<file path="src/common/lmsc_pkg.sv">
// Purpose: shared constants and types of the link mode and strap control block
// Assumes: 200 MHz system clock
// Notes: register offsets are byte addresses on the serial control bus
package lmsc_pkg;
    localparam int CLK_NS = 5;
    // register offsets
    localparam logic [7:0] OFF_ID_BRIDGE = 8'h4f;
    localparam logic [7:0] OFF_CFG = 8'h54;
    localparam logic [7:0] OFF_LINK = 8'h5b;
    localparam logic [7:0] OFF_STATUS = 8'h5c;
    localparam logic [7:0] OFF_FREQ = 8'h5d;
    // field positions
    localparam int ID_SRC_BIT = 0;
    localparam int AUX_BIT = 1;
    localparam int REMOTE_COPY_BIT = 5;
    localparam int OUTSIDE_CTL_BIT = 7;
    localparam int CABLE_BIT = 7;
    localparam int PLL_RESTART_BIT = 5;
    localparam int AUTO_OFF_BIT = 2;
    // reset values
    localparam logic [7:0] RST_ID_BRIDGE = 8'h00;
    localparam logic [7:0] RST_CFG = 8'h00;
    localparam logic [7:0] RST_LINK = 8'h20;
    // forced link mode codes, link_mode_control[1:0]
    localparam logic [1:0] FORCE_SINGLE = 2'h0;
    localparam logic [1:0] FORCE_DUAL = 2'h1;
    localparam logic [1:0] FORCE_REPL = 2'h2;
    localparam logic [1:0] FORCE_SEC = 2'h3;
    // control bus address from strap level
    localparam logic [6:0] BUS_ADDR_BASE = 7'h0c;
    localparam logic [1:0] STRAP_SETTLE = 2'h3;
    // pixel clock measurement, one toggle per 16 pixels, count equals MHz
    localparam int WIN_NS = 16000;
    localparam int WIN_CYC = WIN_NS / CLK_NS;
    localparam logic [11:0] WIN_MAX = 12'(WIN_CYC - 1);
    localparam logic [7:0] SINGLE_MAX_MHZ = 8'h60;
    localparam logic [7:0] DUAL_MAX_MHZ = 8'haa;
    localparam logic [7:0] REPL_MAX_MHZ = 8'h55;
    localparam logic [7:0] DUAL_MIN_MHZ = 8'h61;
    // pixel buffer
    localparam int PIX_W = 24;
    localparam int PIX_D = 8;
    typedef enum logic [3:0] {
        LM_SINGLE = 4'b0001,
        LM_DUAL = 4'b0010,
        LM_REPL = 4'b0100,
        LM_SEC = 4'b1000
    } lmsc_mode_t;
    typedef enum logic [6:0] {
        I2C_IDLE = 7'b0000001,
        I2C_ADDR = 7'b0000010,
        I2C_ACK_ADDR = 7'b0000100,
        I2C_PTR = 7'b0001000,
        I2C_ACK_DATA = 7'b0010000,
        I2C_WDATA = 7'b0100000,
        I2C_RDATA = 7'b1000000
    } lmsc_i2c_t;
endpackage

</file>
<file path="src/rtl/lmsc_fifo.sv">
// Purpose: pixel buffer with valid and ready on both sides
// Assumes: DEPTH is a power of two
// Notes: head word comes straight from the storage flops
`timescale 1ns/1ps
module lmsc_fifo #(
    parameter int WIDTH = 24,
    parameter int DEPTH = 8
) (
    // clock and reset
    input wire logic clk,
    input wire logic reset,
    // fill side
    input wire logic in_valid,
    input wire logic [WIDTH-1:0] in_data,
    output logic in_ready,
    // drain side
    output logic out_valid,
    output logic [WIDTH-1:0] out_data,
    input wire logic out_ready
);
    localparam int AW = $clog2(DEPTH);
    typedef struct packed {
        logic [DEPTH-1:0][WIDTH-1:0] mem;
        logic [AW-1:0] wp;
        logic [AW-1:0] rp;
        logic [AW:0] cnt;
    } lmsc_fifo_state_t;
    lmsc_fifo_state_t q;
    lmsc_fifo_state_t n;
    logic push;
    logic pop;

    assign in_ready = q.cnt != (AW+1)'(DEPTH);
    assign out_valid = q.cnt != '0;
    assign out_data = q.mem[q.rp];
    assign push = in_valid & in_ready;
    assign pop = out_valid & out_ready;

    always_comb begin
        n = q;
        if (push) begin
            n.mem[q.wp] = in_data;
            n.wp = q.wp + AW'(1);
        end
        if (pop) begin
            n.rp = q.rp + AW'(1);
        end
        if (push && !pop) begin
            n.cnt = q.cnt + (AW+1)'(1);
        end else if (pop && !push) begin
            n.cnt = q.cnt - (AW+1)'(1);
        end
    end

    always_ff @(posedge clk or posedge reset) begin
        if (reset) begin
            q <= '0;
        end else begin
            q <= n;
        end
    end
endmodule

</file>
<file path="src/rtl/lmsc_top.sv">
// Purpose: strap loading, control bus target, link mode choice and pixel lane routing
// Assumes: strap levels arrive as level indices from the analog comparators
// Notes: control bus pins are open drain, only driven low
`timescale 1ns/1ps
// Operation
// [RQ1] decode second strap level into three bits
// [RQ2] aux audio strap into config bit 1
// [RQ3] display-id copy strap into config bit 5
// [RQ4] source, host control, cable strap bits land
// [RQ5] single mode sends one link, 96 MHz
// [RQ6] forced single disables secondary phy, back channel
// [RQ7] dual mode alternates pixels over two links
// [RQ8] dual up to 170 MHz, half rate
// [RQ9] auto dual for capable receiver, fast video
// [RQ10] replicate sends same video both links, 85 MHz
// [RQ11] two single receivers select replicate mode
// [RQ12] secondary-only receiver uses secondary link alone
// [RQ13] measure pixel clock to choose mode
// [RQ14] software can disable auto detection, force mode
// [RQ15] host clears pll restart bit after power-up
// [RQ16] host writes that after its setup
// [RQ17] bus address from id strap, 0x0c upward
// [RQ18] bus lines only driven low, never high
// [RQ19] straps latched into registers at power-up
// [RQ20] straps latched once at reset release
module lmsc_top (
    // clock and reset
    input wire logic clk,
    input wire logic reset,
    // strap level indices, 0 is the lowest level
    input wire logic [1:0] first_mode_strap,
    input wire logic [2:0] second_mode_strap,
    input wire logic [2:0] bus_id_strap,
    // control bus pins
    input wire logic scl_in,
    output logic scl_out,
    output logic scl_oe,
    input wire logic sda_in,
    output logic sda_out,
    output logic sda_oe,
    // downstream detection and pixel clock tick
    input wire logic rx_primary_present,
    input wire logic rx_primary_dual_capable,
    input wire logic rx_secondary_present,
    input wire logic pclk_tick_toggle,
    // pixel input
    input wire logic pix_in_valid,
    input wire logic [lmsc_pkg::PIX_W-1:0] pix_in_data,
    output logic pix_in_ready,
    // primary lane
    output logic lane0_valid,
    output logic [lmsc_pkg::PIX_W-1:0] lane0_data,
    input wire logic lane0_ready,
    // secondary lane
    output logic lane1_valid,
    output logic [lmsc_pkg::PIX_W-1:0] lane1_data,
    input wire logic lane1_ready,
    // configuration and mode outputs
    output logic display_id_source,
    output logic aux_audio_enable,
    output logic outside_host_control,
    output logic remote_display_id_copy,
    output logic cable_kind_bit,
    output logic pll_restart_on_rate_change,
    output logic [6:0] bus_address,
    output logic [3:0] link_mode,
    output logic primary_tx_enable,
    output logic secondary_tx_enable,
    output logic secondary_back_channel_enable,
    output logic tx_half_rate,
    output logic rate_over_limit
);
    typedef struct packed {
        logic [1:0] scl_s;
        logic [1:0] sda_s;
        logic scl_q;
        logic sda_q;
        lmsc_pkg::lmsc_i2c_t st;
        logic [3:0] bitn;
        logic [7:0] sh;
        logic [7:0] ptr;
        logic rw;
        logic sda_low;
        logic [7:0] r_id;
        logic [7:0] r_cfg;
        logic [7:0] r_link;
        logic [1:0] ms0a;
        logic [1:0] ms0b;
        logic [2:0] ms1a;
        logic [2:0] ms1b;
        logic [2:0] ida;
        logic [2:0] idb;
        logic [1:0] settle;
        logic loaded;
        logic [6:0] addr;
        logic [1:0] tog_s;
        logic tog_q;
        logic [11:0] win;
        logic [7:0] edges;
        logic [7:0] freq;
        lmsc_pkg::lmsc_mode_t mode;
        logic lane_sel;
        logic [1:0] sent;
    } lmsc_state_t;

    lmsc_state_t q;
    lmsc_state_t n;
    logic scl_h;
    logic sda_h;
    logic scl_rise;
    logic scl_fall;
    logic bus_start;
    logic bus_stop;
    logic wr_en;
    logic tick;
    logic over;
    logic auto_off;
    logic forced_single;
    logic need0;
    logic need1;
    logic f_valid;
    logic f_pop;
    logic [lmsc_pkg::PIX_W-1:0] f_data;

    // register read decode
    function automatic logic [7:0] lmsc_read(input logic [7:0] a, input lmsc_state_t s,
                                             input logic ovr);
        logic [7:0] v;
        v = 8'h00;
        if (a == lmsc_pkg::OFF_ID_BRIDGE) begin
            v = s.r_id;
        end else if (a == lmsc_pkg::OFF_CFG) begin
            v = s.r_cfg;
        end else if (a == lmsc_pkg::OFF_LINK) begin
            v = s.r_link;
        end else if (a == lmsc_pkg::OFF_STATUS) begin
            v = {3'h0, ovr, s.mode};
        end else if (a == lmsc_pkg::OFF_FREQ) begin
            v = s.freq;
        end
        return v;
    endfunction

    assign scl_h = q.scl_s[1];
    assign sda_h = q.sda_s[1];
    assign scl_rise = scl_h & ~q.scl_q;
    assign scl_fall = ~scl_h & q.scl_q;
    assign bus_start = scl_h & q.scl_q & ~sda_h & q.sda_q;
    assign bus_stop = scl_h & q.scl_q & sda_h & ~q.sda_q;
    assign tick = q.tog_s[1] ^ q.tog_q;
    assign auto_off = q.r_link[lmsc_pkg::AUTO_OFF_BIT];
    assign forced_single = auto_off && q.r_link[1:0] == lmsc_pkg::FORCE_SINGLE;
    assign over = ((q.mode == lmsc_pkg::LM_SINGLE || q.mode == lmsc_pkg::LM_SEC)
                   && q.freq > lmsc_pkg::SINGLE_MAX_MHZ) // [RQ5]
               || (q.mode == lmsc_pkg::LM_DUAL && q.freq > lmsc_pkg::DUAL_MAX_MHZ) // [RQ8]
               || (q.mode == lmsc_pkg::LM_REPL && q.freq > lmsc_pkg::REPL_MAX_MHZ); // [RQ10]

    // lane routing per mode
    assign need0 = q.mode == lmsc_pkg::LM_SINGLE || q.mode == lmsc_pkg::LM_REPL
                || (q.mode == lmsc_pkg::LM_DUAL && !q.lane_sel); // [RQ7]
    assign need1 = q.mode == lmsc_pkg::LM_SEC || q.mode == lmsc_pkg::LM_REPL
                || (q.mode == lmsc_pkg::LM_DUAL && q.lane_sel); // [RQ12]
    assign lane0_valid = f_valid & need0 & ~q.sent[0];
    assign lane1_valid = f_valid & need1 & ~q.sent[1];
    assign lane0_data = f_data;
    assign lane1_data = f_data; // [RQ10]
    assign f_pop = f_valid & (~need0 | q.sent[0] | lane0_ready)
                 & (~need1 | q.sent[1] | lane1_ready);

    lmsc_fifo #(
        .WIDTH(lmsc_pkg::PIX_W),
        .DEPTH(lmsc_pkg::PIX_D)
    ) u_fifo (
        .clk(clk),
        .reset(reset),
        .in_valid(pix_in_valid),
        .in_data(pix_in_data),
        .in_ready(pix_in_ready),
        .out_valid(f_valid),
        .out_data(f_data),
        .out_ready(f_pop)
    );

    always_comb begin
        logic [7:0] rdv;
        rdv = 8'h00;
        n = q;
        wr_en = 1'b0;
        n.scl_s = {q.scl_s[0], scl_in};
        n.sda_s = {q.sda_s[0], sda_in};
        n.scl_q = scl_h;
        n.sda_q = sda_h;
        n.ms0a = first_mode_strap;
        n.ms0b = q.ms0a;
        n.ms1a = second_mode_strap;
        n.ms1b = q.ms1a;
        n.ida = bus_id_strap;
        n.idb = q.ida;
        n.tog_s = {q.tog_s[0], pclk_tick_toggle};
        n.tog_q = q.tog_s[1];
        // control bus target
        if (bus_start) begin
            n.st = lmsc_pkg::I2C_ADDR;
            n.bitn = 4'h0;
            n.sda_low = 1'b0;
        end else if (bus_stop) begin
            n.st = lmsc_pkg::I2C_IDLE;
            n.sda_low = 1'b0;
        end else if (scl_rise) begin
            case (q.st)
                lmsc_pkg::I2C_ADDR, lmsc_pkg::I2C_PTR, lmsc_pkg::I2C_WDATA: begin
                    n.sh = {q.sh[6:0], sda_h};
                    n.bitn = q.bitn + 4'h1;
                end
                lmsc_pkg::I2C_RDATA: begin
                    n.bitn = q.bitn + 4'h1;
                end
                lmsc_pkg::I2C_ACK_DATA: begin
                    if (q.rw && sda_h) begin
                        n.st = lmsc_pkg::I2C_IDLE;
                    end
                end
                default: begin
                end
            endcase
        end else if (scl_fall) begin
            case (q.st)
                lmsc_pkg::I2C_ADDR: begin
                    if (q.bitn == 4'h8) begin
                        if (q.sh[7:1] == q.addr) begin // [RQ17]
                            n.st = lmsc_pkg::I2C_ACK_ADDR;
                            n.rw = q.sh[0];
                            n.sda_low = 1'b1;
                        end else begin
                            n.st = lmsc_pkg::I2C_IDLE;
                        end
                    end
                end
                lmsc_pkg::I2C_ACK_ADDR: begin
                    n.bitn = 4'h0;
                    n.sda_low = 1'b0;
                    if (q.rw) begin
                        rdv = lmsc_read(q.ptr, q, over);
                        n.sh = rdv;
                        n.sda_low = ~rdv[7];
                        n.st = lmsc_pkg::I2C_RDATA;
                    end else begin
                        n.st = lmsc_pkg::I2C_PTR;
                    end
                end
                lmsc_pkg::I2C_PTR: begin
                    if (q.bitn == 4'h8) begin
                        n.ptr = q.sh;
                        n.sda_low = 1'b1;
                        n.st = lmsc_pkg::I2C_ACK_DATA;
                    end
                end
                lmsc_pkg::I2C_WDATA: begin
                    if (q.bitn == 4'h8) begin
                        wr_en = 1'b1;
                        n.ptr = q.ptr + 8'h01;
                        n.sda_low = 1'b1;
                        n.st = lmsc_pkg::I2C_ACK_DATA;
                    end
                end
                lmsc_pkg::I2C_RDATA: begin
                    if (q.bitn == 4'h8) begin
                        n.sda_low = 1'b0;
                        n.ptr = q.ptr + 8'h01;
                        n.st = lmsc_pkg::I2C_ACK_DATA;
                    end else begin
                        n.sh = {q.sh[6:0], 1'b0};
                        n.sda_low = ~q.sh[6];
                    end
                end
                lmsc_pkg::I2C_ACK_DATA: begin
                    n.bitn = 4'h0;
                    n.sda_low = 1'b0;
                    n.st = lmsc_pkg::I2C_WDATA;
                    if (q.rw) begin
                        rdv = lmsc_read(q.ptr, q, over);
                        n.sh = rdv;
                        n.sda_low = ~rdv[7];
                        n.st = lmsc_pkg::I2C_RDATA;
                    end
                end
                default: begin
                end
            endcase
        end
        // register writes may override strapped values
        if (wr_en) begin
            if (q.ptr == lmsc_pkg::OFF_ID_BRIDGE) begin
                n.r_id = q.sh; // [RQ4]
            end else if (q.ptr == lmsc_pkg::OFF_CFG) begin
                n.r_cfg = q.sh; // [RQ2]
            end else if (q.ptr == lmsc_pkg::OFF_LINK) begin
                n.r_link = q.sh; // [RQ14]
            end
        end
        // one strap capture after reset release
        if (!q.loaded) begin
            if (q.settle == lmsc_pkg::STRAP_SETTLE) begin
                n.loaded = 1'b1; // [RQ20]
                n.r_id[lmsc_pkg::ID_SRC_BIT] = q.ms0b[1]; // [RQ4]
                n.r_cfg[lmsc_pkg::AUX_BIT] = q.ms0b[0]; // [RQ2]
                n.r_cfg[lmsc_pkg::OUTSIDE_CTL_BIT] = q.ms1b[2]; // [RQ1]
                n.r_link[lmsc_pkg::CABLE_BIT] = q.ms1b[1]; // [RQ1]
                n.r_cfg[lmsc_pkg::REMOTE_COPY_BIT] = q.ms1b[0]; // [RQ3]
                n.addr = lmsc_pkg::BUS_ADDR_BASE + {3'h0, q.idb, 1'b0}; // [RQ17]
            end else begin
                n.settle = q.settle + 2'h1; // [RQ19]
            end
        end
        // pixel clock rate in MHz over a fixed window
        if (q.win == lmsc_pkg::WIN_MAX) begin
            n.win = 12'h000;
            n.freq = q.edges; // [RQ13]
            n.edges = {7'h00, tick};
        end else begin
            n.win = q.win + 12'h001;
            if (tick && q.edges != 8'hff) begin
                n.edges = q.edges + 8'h01;
            end
        end
        // link mode choice
        if (auto_off) begin
            case (q.r_link[1:0]) // [RQ14]
                lmsc_pkg::FORCE_DUAL: n.mode = lmsc_pkg::LM_DUAL;
                lmsc_pkg::FORCE_REPL: n.mode = lmsc_pkg::LM_REPL;
                lmsc_pkg::FORCE_SEC: n.mode = lmsc_pkg::LM_SEC;
                default: n.mode = lmsc_pkg::LM_SINGLE;
            endcase
        end else if (rx_primary_present && rx_primary_dual_capable
                     && q.freq >= lmsc_pkg::DUAL_MIN_MHZ) begin
            n.mode = lmsc_pkg::LM_DUAL; // [RQ9]
        end else if (rx_primary_present && rx_secondary_present) begin
            n.mode = lmsc_pkg::LM_REPL; // [RQ11]
        end else if (!rx_primary_present && rx_secondary_present) begin
            n.mode = lmsc_pkg::LM_SEC; // [RQ12]
        end else begin
            n.mode = lmsc_pkg::LM_SINGLE; // [RQ5]
        end
        // lane hand-off bookkeeping
        if (f_pop) begin
            n.sent = 2'b00;
            n.lane_sel = (q.mode == lmsc_pkg::LM_DUAL) ? ~q.lane_sel : 1'b0; // [RQ7]
        end else begin
            n.sent = q.sent | {lane1_valid & lane1_ready, lane0_valid & lane0_ready};
        end
    end

    always_ff @(posedge clk or posedge reset) begin
        if (reset) begin
            q <= '0;
            q.scl_s <= 2'h3;
            q.sda_s <= 2'h3;
            q.scl_q <= 1'b1;
            q.sda_q <= 1'b1;
            q.st <= lmsc_pkg::I2C_IDLE;
            q.mode <= lmsc_pkg::LM_SINGLE;
            q.r_id <= lmsc_pkg::RST_ID_BRIDGE;
            q.r_cfg <= lmsc_pkg::RST_CFG;
            q.r_link <= lmsc_pkg::RST_LINK;
            q.addr <= lmsc_pkg::BUS_ADDR_BASE;
        end else begin
            q <= n;
        end
    end

    // open drain: never drive high
    assign scl_out = 1'b0;
    assign scl_oe = 1'b0;
    assign sda_out = 1'b0;
    assign sda_oe = q.sda_low; // [RQ18]
    assign display_id_source = q.r_id[lmsc_pkg::ID_SRC_BIT];
    assign aux_audio_enable = q.r_cfg[lmsc_pkg::AUX_BIT];
    assign outside_host_control = q.r_cfg[lmsc_pkg::OUTSIDE_CTL_BIT];
    assign remote_display_id_copy = q.r_cfg[lmsc_pkg::REMOTE_COPY_BIT];
    assign cable_kind_bit = q.r_link[lmsc_pkg::CABLE_BIT];
    assign pll_restart_on_rate_change = q.r_link[lmsc_pkg::PLL_RESTART_BIT]; // [RQ15]
    assign bus_address = q.addr;
    assign link_mode = q.mode;
    assign primary_tx_enable = q.mode != lmsc_pkg::LM_SEC;
    assign secondary_tx_enable = q.mode != lmsc_pkg::LM_SINGLE; // [RQ6]
    assign secondary_back_channel_enable = secondary_tx_enable
                                        | (rx_secondary_present & ~forced_single); // [RQ6]
    assign tx_half_rate = q.mode == lmsc_pkg::LM_DUAL; // [RQ8]
    assign rate_over_limit = over;
endmodule

</file>
<file path="config.mk">
export PLATFORM = sky130hd
export DESIGN_NAME = lmsc_top
export DESIGN_NICKNAME = d
export VERILOG_FILES = /design/src/common/lmsc_pkg.sv /design/src/rtl/lmsc_fifo.sv /design/src/rtl/lmsc_top.sv
export SDC_FILE = /design/constraint.sdc
export NUM_CORES = 1
export LEC_CHECK = 0
export CELL_PAD_IN_SITES_DETAIL_PLACEMENT = 0
export CELL_PAD_IN_SITES_GLOBAL_PLACEMENT = 1
export CORE_MARGIN = 2
export CORE_UTILIZATION = 47
export CTS_CLUSTER_DIAMETER = 120
export DETAILED_ROUTE_END_ITERATION = 12
export DONT_BUFFER_PORTS = 1
export PLACE_DENSITY_LB_ADDON = 0.08
export REMOVE_ABC_BUFFERS = 1
export SYNTH_ARGS = -nofsm -noshare
export SYNTH_HDL_FRONTEND = slang
export SYNTH_SLANG_ARGS = --single-unit
</file>
<file path="constraint.sdc">
create_clock -name clk -period 16.3 [get_ports clk]
set_input_delay 1.63 -clock clk [delete_from_list [all_inputs] [get_ports clk]]
set_output_delay 1.63 -clock clk [all_outputs]
set_load 0.02 [all_outputs]
</file>
---- Word-level counts from Yosys, hierarchy flattened ----
Cells that the tools add are included.
W data, S select, Z words.
storage, ports and cells
  bits in registers ....................... 325
  latch bits .............................. 0
  bits in writable memories ............... 0
  memory bits (read-only) ................. 0
  input bits .............................. 43
  output and inout bits ................... 77
  word-level logic and storage cells ...... 299
  memories kept ........................... 0
cells by class
  $add $sub $neg .......................... 10
  multipliers ............................. 0
  div/mod/pow operators ................... 0
  $lt $le $gt $ge ......................... 7
  equal/unequal tests ..................... 44
  shifts and indexed selects .............. 0
  muxes and demuxes ....................... 93
  bitwise operators ....................... 45
  reductions and logical operators ........ 56
operator list
  cell                   number
  $mux W8                28
  $bwmux W192            1
  $bmux W24 S3           1
  $demux W24 S3          1
  $mux W7                7
  $mux W24               2
  $eq A8 B7 Y1 const B   5
  $mux W4                8
  $mux W29               1
  $pmux W7 S4            1
  $pmux W8 S3            1
  $mux W1                21
  $mux W21               1
  $mux W2                10
  $mux W20               1
  $not A1 Y1             20
  $mux W19               1
  $and A1 B1 Y1          18
  $mux W17               1
  $add A8 B1 Y8 const B  2
  $gt A8 B7 Y1 const B   2
  $mux W16               1
  $ne A4 B1 Y1 const B   4
  $ne A4 B4 Y1 const B   4
  60 further kinds       113

---- Logic depth before layout (Yosys ltp) ----
Gate-level depths: netlist of the first run.
  depth after elaboration ................. 22
  mapped depth ............................ 13
  mapped depth without buffers ............ 12

---- Cells and area by module ----
Synthesis of the first run repeated with hierarchy kept, for this count alone.
unflattened totals
  cells, all modules ...................... 1,189
  area, all modules ....................... 15,825.2 sq um
by module, submodules not included
  module     times used  cells an instance  area each (sq um)  sequential area each (sq um)
  lmsc_fifo  1           551                9,406.5            5,054.8
  lmsc_top   1           638                6,418.7            3,016.6

---- Worst setup path before layout of the first run ----
Ideal clock, no wire load.
  path type ............................... flip-flop to output port
  from .................................... register u_fifo.q[4] (netlist name)
  to ...................................... output port lane1_data[17] (netlist name)
  arrival time ............................ 2.078 ns
  required time ........................... 14.670 ns
  setup slack ............................. 12.592 ns
  stages on the path, launching flop included .. 7
  buffers on the path ..................... 4
  path through ............................ dfrtp_1 > clkbuf_1 > buf_2 > buf_2 > mux4_2 > mux2_2 > buf_4
on the way
  cells in the longest elaborated chain, start to end .. 2
RTL lines
  what                            RTL line         text
  from (decl)                     lmsc_fifo.sv:28  lmsc_fifo_state_t q;
  from (signal assigned)          lmsc_fifo.sv:59  q <= n;
  $bmux W24 S3                    lmsc_fifo.sv:35  assign out_data = q.mem[q.rp];
  $mux W24 (not written as such)  lmsc_fifo.sv:35
  to (decl)                       lmsc_top.sv:56   output logic [lmsc_pkg::PIX_W-1:0] lane1_data,
Every way passes these cells. The select of a mux whose other input is x is not followed.

---- Worst setup path in the final report of the first run ----
  from .................................... register u_fifo.q[4] (netlist name)
  to ...................................... output port lane0_data[13] (netlist name)
on the way
  cells in the longest elaborated chain, start to end .. 2
RTL lines
  what                            RTL line         text
  $bmux W24 S3                    lmsc_fifo.sv:35
  $mux W24 (not written as such)  lmsc_fifo.sv:35
  to (decl)                       lmsc_top.sv:52   output logic [lmsc_pkg::PIX_W-1:0] lane0_data,
Every way passes these cells. The select of a mux whose other input is x is not followed.

==> results of run 1 <==
sequential cells by signal (all words and copies together) (netlist names):
| register | count |
|---|---|
| u_fifo.q | 202 |
| q | 90 |
| n | 14 |
| bus_address | 4 |
| link_mode | 4 |
| auto_off | 1 |
| aux_audio_enable | 1 |
| cable_kind_bit | 1 |
| display_id_source | 1 |
| outside_host_control | 1 |
| pll_restart_on_rate_change | 1 |
| remote_display_id_copy | 1 |
| sda_oe | 1 |
power by group:
group | switching [mW] | total (mW) | leakage (nW) | internal (mW)
Sequential | 0.165 | 1.24 | 3.95 | 1.08
Combinational | 0.555 | 1.10 | 2.60 | 0.542
Clock | 0.329 | 0.849 | 0.609 | 0.520
Total | 1.05 | 3.19 | 7.16 | 2.14
final timing paths:
check                                      end        start
worst max-delay path            lane0_data[13]  u_fifo.q[4]
worst min-delay path                     q[49]        n[49]
worst max register to register           q[82]       q[118]
worst min register to register           q[49]        n[49]
max in group asynchronous        u_fifo.q[134]        reset
min in group asynchronous        u_fifo.q[175]        reset
area by class of cell:
type,count,area [um2]
fill,2840,15600
clock buffer,58,1120
multi-input combinational,743,7010
sequential,322,8080
timing repair buffer,17,128
clock inverter,7,139
tap,442,553
inverter,24,97.6
per-stage QoR:
stage	instances	total power, mW
after floorplan	1089	2.15
after global placement	1548	2.34
after detailed placement	1548	2.37
after CTS	1613	3.23
after global routing	1613	3.37
final	1613	3.19
cell usage after synthesis, drive strengths merged (5+ instances only):
master,count
ha,18
nand4,5
xnor2,21
nand2,54
and2,5
clkbuf,46
mux4,48
xor2,14
a21oi,24
a21o,5
inv,24
nand3b,7
a211oi,6
nor4b,8
mux2,255
o21ai,30
nand3,26
a2bb2oi,5
nand4b,6
mux2i,11
o21a,6
nor3,17
nor2,39
dfstp,11
a22oi,7
nor4,10
o31ai,7
and3,14
or3,9
dfrtp,311
a31oi,8
buf,56
o22ai,5
critical path, stage by stage, from the launching register on:
cell     delay [ns]
dfrtp_4        0.49
buf_4          0.72
mux4_2         0.60
mux2_2         0.41
layer usage:
layer / up-vias / GRT usage (%) / share of wire [%] / wire length [um]
met2: 155 / 33.5 / 49 / 16700
met4: 0 / 5.13 / 1.8 / 620
met1: 4878 / 27.0 / 45 / 15300
li1: 4267 / - / - / -
met3: 50 / 4.40 / 4.7 / 1630
met5: - / 0 / 0 / 0
cells in the final DEF, fill, tap and decap left out, drive strengths merged, types with 5 or more instances in the layout:
master   netlist  layout
a211oi         6       6
a21o           5       5
a21oi         24      24
a22oi          7       7
a2bb2oi        5       5
a31oi          8       8
and2           5       5
and3          14      14
buf           56      17
clkbuf        46      58
conb           1       6
dfrtp        311     311
dfstp         11      11
ha            18      18
inv           24      25
mux2         255     255
mux2i         11      11
mux4          48      48
nand2         54      54
nand3         26      26
nand3b         7       7
nand4          5       5
nand4b         6       6
nor2          39      39
nor3          17      17
nor4          10      10
nor4b          8       8
o21a           6       6
o21ai         30      30
o22ai          5       5
o31ai          7       7
or3            9       9
xnor2         21      21
xor2          14      14
kinds of logic after synthesis:
kind of cell             share of synthesized area [%]
multiplexers                                      25.9
other                                           0.0239
AO/OA/AOI/OAI                                     6.52
buffers and inverters                             4.08
adder cells (fa/ha/maj)                           1.57
XOR/XNOR                                          1.96
AND/OR/NAND/NOR                                   8.40
flip-flops                                        51.5
==> flow_metrics.tcl, run 1 <==
set metrics [dict create \
    outcome "complete, no violations" \
    power_density_nw_per_um2 186 \
    fin_crit_sh_pct 27.1 \
    avgViaCountPerCell 5.80 \
    arrival_ns 2.79 \
    antennaDiodeCount 0 \
    ir_drop_mv 0.124 \
    dieArea_um2 34800 \
    clock_skew_ns 0.0118 \
    area_growth_pct 9.30 \
    leakage_nw 7.16 \
    io_buffers 0 \
    drt-initial-drc-count 397 \
    drtPass1Iterations 5 \
    postCtsSetupRepairBufs 0 \
    critPathLaunchType "flip-flop" \
    finalNetCount 1207 \
    place_congestion 0.767 \
    fin_area_um2 17100 \
    tightest_slew_ns 1.09 \
    die_x_um 187 \
    pre_cts_slack_ns 11.37 \
    grt_max_degree 127 \
    yosysSeqAreaShare_pct 51.5 \
    period_minus_slack_ns 4.42 \
    drv_cap 0 \
    wirelength_mm 34.3 \
    cp.required_ns 14.67 \
    initial_core_util_pct 47.9 \
    synth_ff_type "dfrtp_1" \
    ctsResizeCount 0 \
    numCtsBuffers 37 \
    synth_area_leaders "dfrtp_1, mux2_2, mux4_2, dfstp_2, buf_4" \
    rsz0062_at_grt "no" \
    clock.fmax_ghz 0.226 \
    ant_nets 0 \
    yosysUniqueCellTypes 82 \
    cp_max_fo 44 \
    place_area_um2 15900 \
    grt_pass1_wl_mm 55.7 \
    min-delay-path-class "flip-flop to flip-flop" \
    overflow 0 \
    htree_levels 2 \
    cts_tree "built" \
    antenna_found_initial 0 \
    whs_ns 0.343 \
    wire_per_inst_um 21.3 \
    reg2regPathDepth 6 \
    insertion_delay_ns 0.53 \
    dieHeight_um 187 \
    finalMaxSlewViolations 0 \
    r2r_setup_slack_ns 13.03 \
    mappedNetlistArea_um2 15700 \
    hold_viol_final 0 \
    hold_buffers 0 \
    synth-seq-cells 322 \
    yosysTopAreaCellShare_pct 49.7 \
    fin_util_pct 52.4 \
    yosys_warnings 0 \
    cts.clk_slew.worst_paths_ns 0.06 \
    num_rows 66 \
    core_area_um2 32700 \
    tns_ns 0 \
    drcViolationCount 0 \
    min_path_cells 0 \
    via_count 9350 \
    setup_viol 0 \
    layout-drive-gt1-share_pct 35.7 \
    grt_util_all_layers_pct 20.1 \
    synth_top_area_cell "dfrtp_1" \
    grt_pass1_vias 9661 \
    crit_type "flip-flop to primary output" \
    synth_edf_count 0 \
    netlist_instances 1186 \
    max_slew_margin_pct 26.4 \
    avgSynthCellArea_um2 13.2 \
    root_buffer "clkbuf_16" \
    cts_buffer_depth 3 \
    endpoint_kind "primary output" \
    ios 120 \
    async_reset_ff_share_pct 100 \
    layout_setup_ws_ns 11.88 \
    clock_sinks 322 \
    dp_hpwl_mm 21.3 \
]
(Power assumes the default switching activity.)
==> run 2: changes to the inputs <==
Settings changed: ABC_AREA from default to 1.
Clock period 16.3 ns to 4.4 ns, I/O delays scaled along.
==> flow_metrics.tcl, run 2 <==
set metrics [dict create \
    outcome "complete, no violations" \
    dieArea_um2 34400 \
    tightest_slew_ns 1.07 \
    layout_setup_ws_ns 0.858 \
    max_slew_margin_pct 28.6 \
    max_stage_delay_ns 0.69 \
    gr-usage-met2_pct 38.1 \
    clock_sinks 322 \
    power.total_mw 12.0 \
    yosysSeqAreaShare_pct 52.1 \
    synth-seq-cells 322 \
    fin_crit_sh_pct 80.5 \
    synth_common_cells "nand2_1, o21ai_0, dfrtp_1" \
    r2r_setup_slack_ns 1.22 \
    postCtsSetupRepairBufs 0 \
    dp_hpwl_mm 23.4 \
    crit-reg2reg-launch "link_mode[2]" \
    htree_levels 2 \
    drt-initial-drc-count 756 \
    drtPass1Iterations 5 \
    area_growth_pct 10.1 \
    io_buffers 0 \
    grt_pass1_vias 11800 \
    netlist_instances 1866 \
    power_density_nw_per_um2 703 \
    clock.fmax_ghz 0.282 \
    hold_viol_final 0 \
    async_reset_ff_share_pct 100 \
    grt_max_degree 113 \
    ctsResizeCount 0 \
    yosysUniqueCellTypes 47 \
    fin_util_pct 52.4 \
    multi_input_area_um2 6160 \
    final_common_cell "nand2_1" \
    root_buffer "clkbuf_16" \
    dieHeight_um 186 \
    clock_skew_ns 0.0107 \
    fin_area_um2 17100 \
    pre_cts_slack_ns 1.21 \
    ff_latch_area_um2 8080 \
    grtUsageMet1_pct 31.6 \
    crit_type "flip-flop to primary output" \
    layout-drive-gt1-share_pct 9.31 \
    die_x_um 186 \
    finalNetCount 1902 \
    drv_cap 0 \
    rsz0062_at_grt "no" \
    worstSetupEndpoint "lane1_data[16]" \
    synth_edf_count 0 \
    cp.required_ns 3.96 \
    cpMaxStageDelayCell "dfrtp_4" \
    mappedNetlistArea_um2 15500 \
    wirelength_mm 38.2 \
    period_minus_slack_ns 3.54 \
    grt_pass1_wl_mm 62.7 \
    setup_viol 0 \
    synth_ff_type "dfrtp_1" \
    nFillCells 3179 \
    cts_tree "built" \
    synth.most_common_cell "nand2_1" \
    place_area_um2 15700 \
    avgViaCountPerCell 5.23 \
    drcViolationCount 0 \
    insertion_delay_ns 0.52 \
    synth_area_leaders "dfrtp_1, o21ai_0, nand2_1, nor2_1, inv_1" \
    cp_max_fo 44 \
    ant_nets 0 \
    critPathLaunchType "flip-flop" \
    yosysTopAreaCellShare_pct 50.2 \
    reg2regPathDepth 16 \
    hold_buffers 12 \
    r2r_end "u_fifo.q[3]" \
    num_rows 66 \
    ir_drop_mv 0.526 \
    place_congestion 0.808 \
    core_area_um2 32500 \
    yosys_warnings 0 \
    wire_per_inst_um 16.5 \
    largest_reg_flops 202 \
    cp_cell_sequence "inv_2, buf_4, nor2_1, o22ai_1, nor2_1, a31oi_1, buf_4" \
    layout_common_cells "nand2_1, o21ai_0, dfrtp_1" \
    use_met3_pct 3.80 \
    finalMaxSlewViolations 0 \
    grt_util_all_layers_pct 22.9 \
    cts.clk_slew.worst_paths_ns 0.06 \
    overflow 0 \
    cts_buffer_depth 3 \
    avgSynthCellArea_um2 8.30 \
    via_count 12100 \
    ios 120 \
    antenna_found_initial 1 \
    synth_top_area_cell "dfrtp_1" \
    initial_core_util_pct 47.6 \
    endpoint_kind "primary output" \
    critPathLaunch "u_fifo.q[4]" \
    regMostFlops "u_fifo.q" \
    numCtsBuffers 39 \
    arrival_ns 3.10 \
    grt-busiest-layer "met2" \
    leakage_nw 8.09 \
    min-delay-path-class "primary input to flip-flop" \
]
run 2: cell types whose count changed after synthesis, sizes merged, moves of 48 or more:
cell,previous run,this run
nand2,54,413
o21ai,30,366
mux2,255,2
nor2,39,242
inv,24,149
mux4,48,0
run 2: worst max-delay path, delay by kind of cell, from the launching register on:
kind | cells | cell delay (ns)
AO/OA/AOI/OAI | 2 | 0.55
buffers and inverters | 3 | 1.20
flip-flops | 1 | 0.69
AND/OR/NAND/NOR | 2 | 0.13
run 2: layout make-up:
class,instances,area share [%]
flip-flops and latches,322,47.4
multi-input cells,1273,36.1
clock buffers,55,6.43
inverters,150,3.35
well taps,442,3.24
repair buffers,54,2.63
clock inverters,14,0.858
diodes,1,0.0147
run 2: per-stage QoR:
step | setup TNS (ns) | std cells | hold slack [ns]
3_5_place_dp | 0 | 2229 | 0.336
4_1_cts | 0 | 2310 | 0.0295
2_1_floorplan | -1560.92 | 1745 | 0.331
6_report | 0 | 2311 | 0.0475
5_1_grt | 0 | 2311 | 0.0386
3_3_place_gp | 0 | 2229 | 0.332
run 2: kinds of logic (layout without fill, tap and decap cells):
family | after synthesis | in the layout | synth area share (%)
and+or+nand+nor | 764 | 764 | 20.6
other | 1 | 7 | 0.0242
adders and majority gates | 19 | 19 | 1.58
DFF | 322 | 322 | 52.1
buffers and inverters | 276 | 273 | 8.25
muxes | 2 | 2 | 0.145
AOI/OAI and AO/OA | 460 | 460 | 16.0
xor gates and xnor gates | 22 | 22 | 1.24
run 2: report_power, final:
group / internal (mW) / switching, mW / total [mW]
Combinational: 1.44 / 2.93 / 4.36
Sequential: 3.91 / 0.612 / 4.52
Clock: 1.86 / 1.25 / 3.11
run 2: worst min-delay path by stage:
stage                            start  cells past startpoint      endpoint  slack [ns]
global route        rx_primary_present                      1  link_mode[3]        0.04
CTS                 rx_primary_present                      1  link_mode[3]        0.03
floorplan                        n[37]                      0         n[35]        0.33
finish              rx_primary_present                      1  link_mode[3]        0.05
global placement                 n[49]                      0         q[49]        0.33
detailed placement               n[49]                      0         q[49]        0.34
run 2: routing by layer:
layer | up-vias | routed length (um)
li1 | 6037 | -
met1 | 5786 | 17900
met2 | 213 | 18000
met3 | 55 | 1700
met4 | 0 | 669
met5 | - | 0
==> run 3: changes to the inputs <==
Clock period 4.4 ns to 3.7 ns, I/O delays scaled along.
==> flow_metrics.tcl, run 3 (same netlist as run 2, synthesis figures left out) <==
set metrics [dict create \
    tightest_slew_ns 0.926 \
    hold_viol_final 0 \
    avgViaCountPerCell 5.22 \
    min_to "u_fifo.q[7]" \
    insertion_delay_ns 0.52 \
    grt_pass1_vias 11500 \
    ir_drop_mv 0.644 \
    io_buffers 0 \
    layout-drive-gt1-share_pct 9.12 \
    grt_max_degree 132 \
    outcome "complete, no violations" \
    drt-initial-drc-count 823 \
    root_buffer "clkbuf_16" \
    cp.required_ns 3.33 \
    setup_viol 0 \
    htree_levels 2 \
    place_congestion 0.805 \
    clock_skew_ns 0.0166 \
    layout_common_cells "nand2_1, o21ai_0, dfrtp_1" \
    drcViolationCount 0 \
    grt_util_all_layers_pct 22.9 \
    r2r_end "u_fifo.q[3]" \
    final_common_cell "nand2_1" \
    fin_util_pct 52.2 \
    cts_tree "built" \
    multi_input_area_um2 6160 \
    via_count 12100 \
    clock.fmax_ghz 0.325 \
    ios 120 \
    nFillCells 3196 \
    pre_cts_slack_ns 0.734 \
    largest_reg_flops 202 \
    dieArea_um2 34400 \
    dieHeight_um 186 \
    rsz0062_at_grt "no" \
    dp_hpwl_mm 23.9 \
    numCtsBuffers 36 \
    cts.clk_slew.worst_paths_ns 0.06 \
    drtPass1Iterations 5 \
    die_x_um 186 \
    crit-reg2reg-launch "link_mode[2]" \
    layout_setup_ws_ns 0.621 \
    max_slew_margin_pct 38.3 \
    r2r_setup_slack_ns 0.76 \
    arrival_ns 2.71 \
    area_growth_pct 9.67 \
    finalNetCount 1909 \
    antenna_found_initial 3 \
    clock_sinks 322 \
    grt_pass1_wl_mm 62.4 \
    cp_max_fo 52 \
    drv_cap 0 \
    core_area_um2 32500 \
    num_rows 66 \
    ant_nets 0 \
    regMostFlops "u_fifo.q" \
    power_density_nw_per_um2 822 \
    ctsResizeCount 0 \
    critPathLaunchType "flip-flop" \
    initial_core_util_pct 47.6 \
    overflow 0 \
    wire_per_inst_um 16.7 \
    reg2regPathDepth 16 \
    endpoint_kind "primary output" \
    ff_latch_area_um2 8080 \
    leakage_nw 8.07 \
    wirelength_mm 38.5 \
    min_from "pix_in_valid" \
    period_minus_slack_ns 3.08 \
    fin_crit_sh_pct 83.2 \
    crit_type "flip-flop to primary output" \
    min-delay-path-class "primary input to flip-flop" \
    cts_buffer_depth 3 \
    whs_ns 0.0501 \
    min_path_cells 2 \
    finalMaxSlewViolations 0 \
]
## run 3: per-layer routing
metal  vias to the layer above  global-route usage [%]  part of all wire [%]
li1                       6030                       -                     -
met1                      5753                    31.3                    47
met2                       216                    37.8                    46
met3                        54                    4.42                   5.4
met4                         2                    5.51                   2.1
met5                         -                       0                 0.034
## run 3: area by class of cell
type                            count  share of cell area, %
Antenna cell                        2                 0.0295
Clock buffer                       50                   5.85
Clock inverter                      5                  0.405
Inverter                          150                   3.36
Multi-Input combinational cell   1273                   36.3
Sequential cell                   322                   47.5
Tap cell                          442                   3.25
Timing Repair Buffer               64                   3.31
## run 3: critical path: stages, from the launching register on
cell and delay [ns]:
dfrtp_4 0.61, buf_4 0.57, o21ai_0 0.16, o22ai_1 0.19
nor2_1 0.05, a31oi_1 0.34, buf_4 0.26
## run 3: power breakdown
group          leakage (nW)  internal [mW]  switching, mW
Combinational          3.49           1.77           3.54
Sequential             4.06           4.65          0.682
Clock                 0.518           1.93           1.39
Total                  8.07           8.35           5.62
## run 3: what timing repair did
action | CTS | global route
endpoints found under the hold margin | 139 | 0
buffers inserted | 0 | 0
hold buffers | 13 | 0
## run 3: per-stage QoR
step | total power [mW] | std cells | setup TNS [ns] | instance area [um2]
after global placement | 10.6 | 2238 | 0 | 15800
after detailed placement | 10.7 | 2238 | 0 | 15800
final | 14.0 | 2308 | 0 | 17000
after global routing | 15.1 | 2307 | 0 | 17000
after CTS | 14.1 | 2306 | 0 | 17000
after floorplan | 8.97 | 1745 | -1785.65 | 14800
## run 3: worst max-delay path by stage
stage | startpoint | endpoint | slack [ns] | cells after the start
floorplan | reset | auto_off | -5.56 | 1
global placement | link_mode[2] | u_fifo.q[3] | 0.80 | 16
detailed placement | link_mode[2] | u_fifo.q[3] | 0.73 | 16
CTS | u_fifo.q[4] | lane1_data[16] | 0.58 | 6
global route | u_fifo.q[4] | lane0_data[18] | 0.41 | 7
finish | u_fifo.q[4] | lane1_data[16] | 0.62 | 6
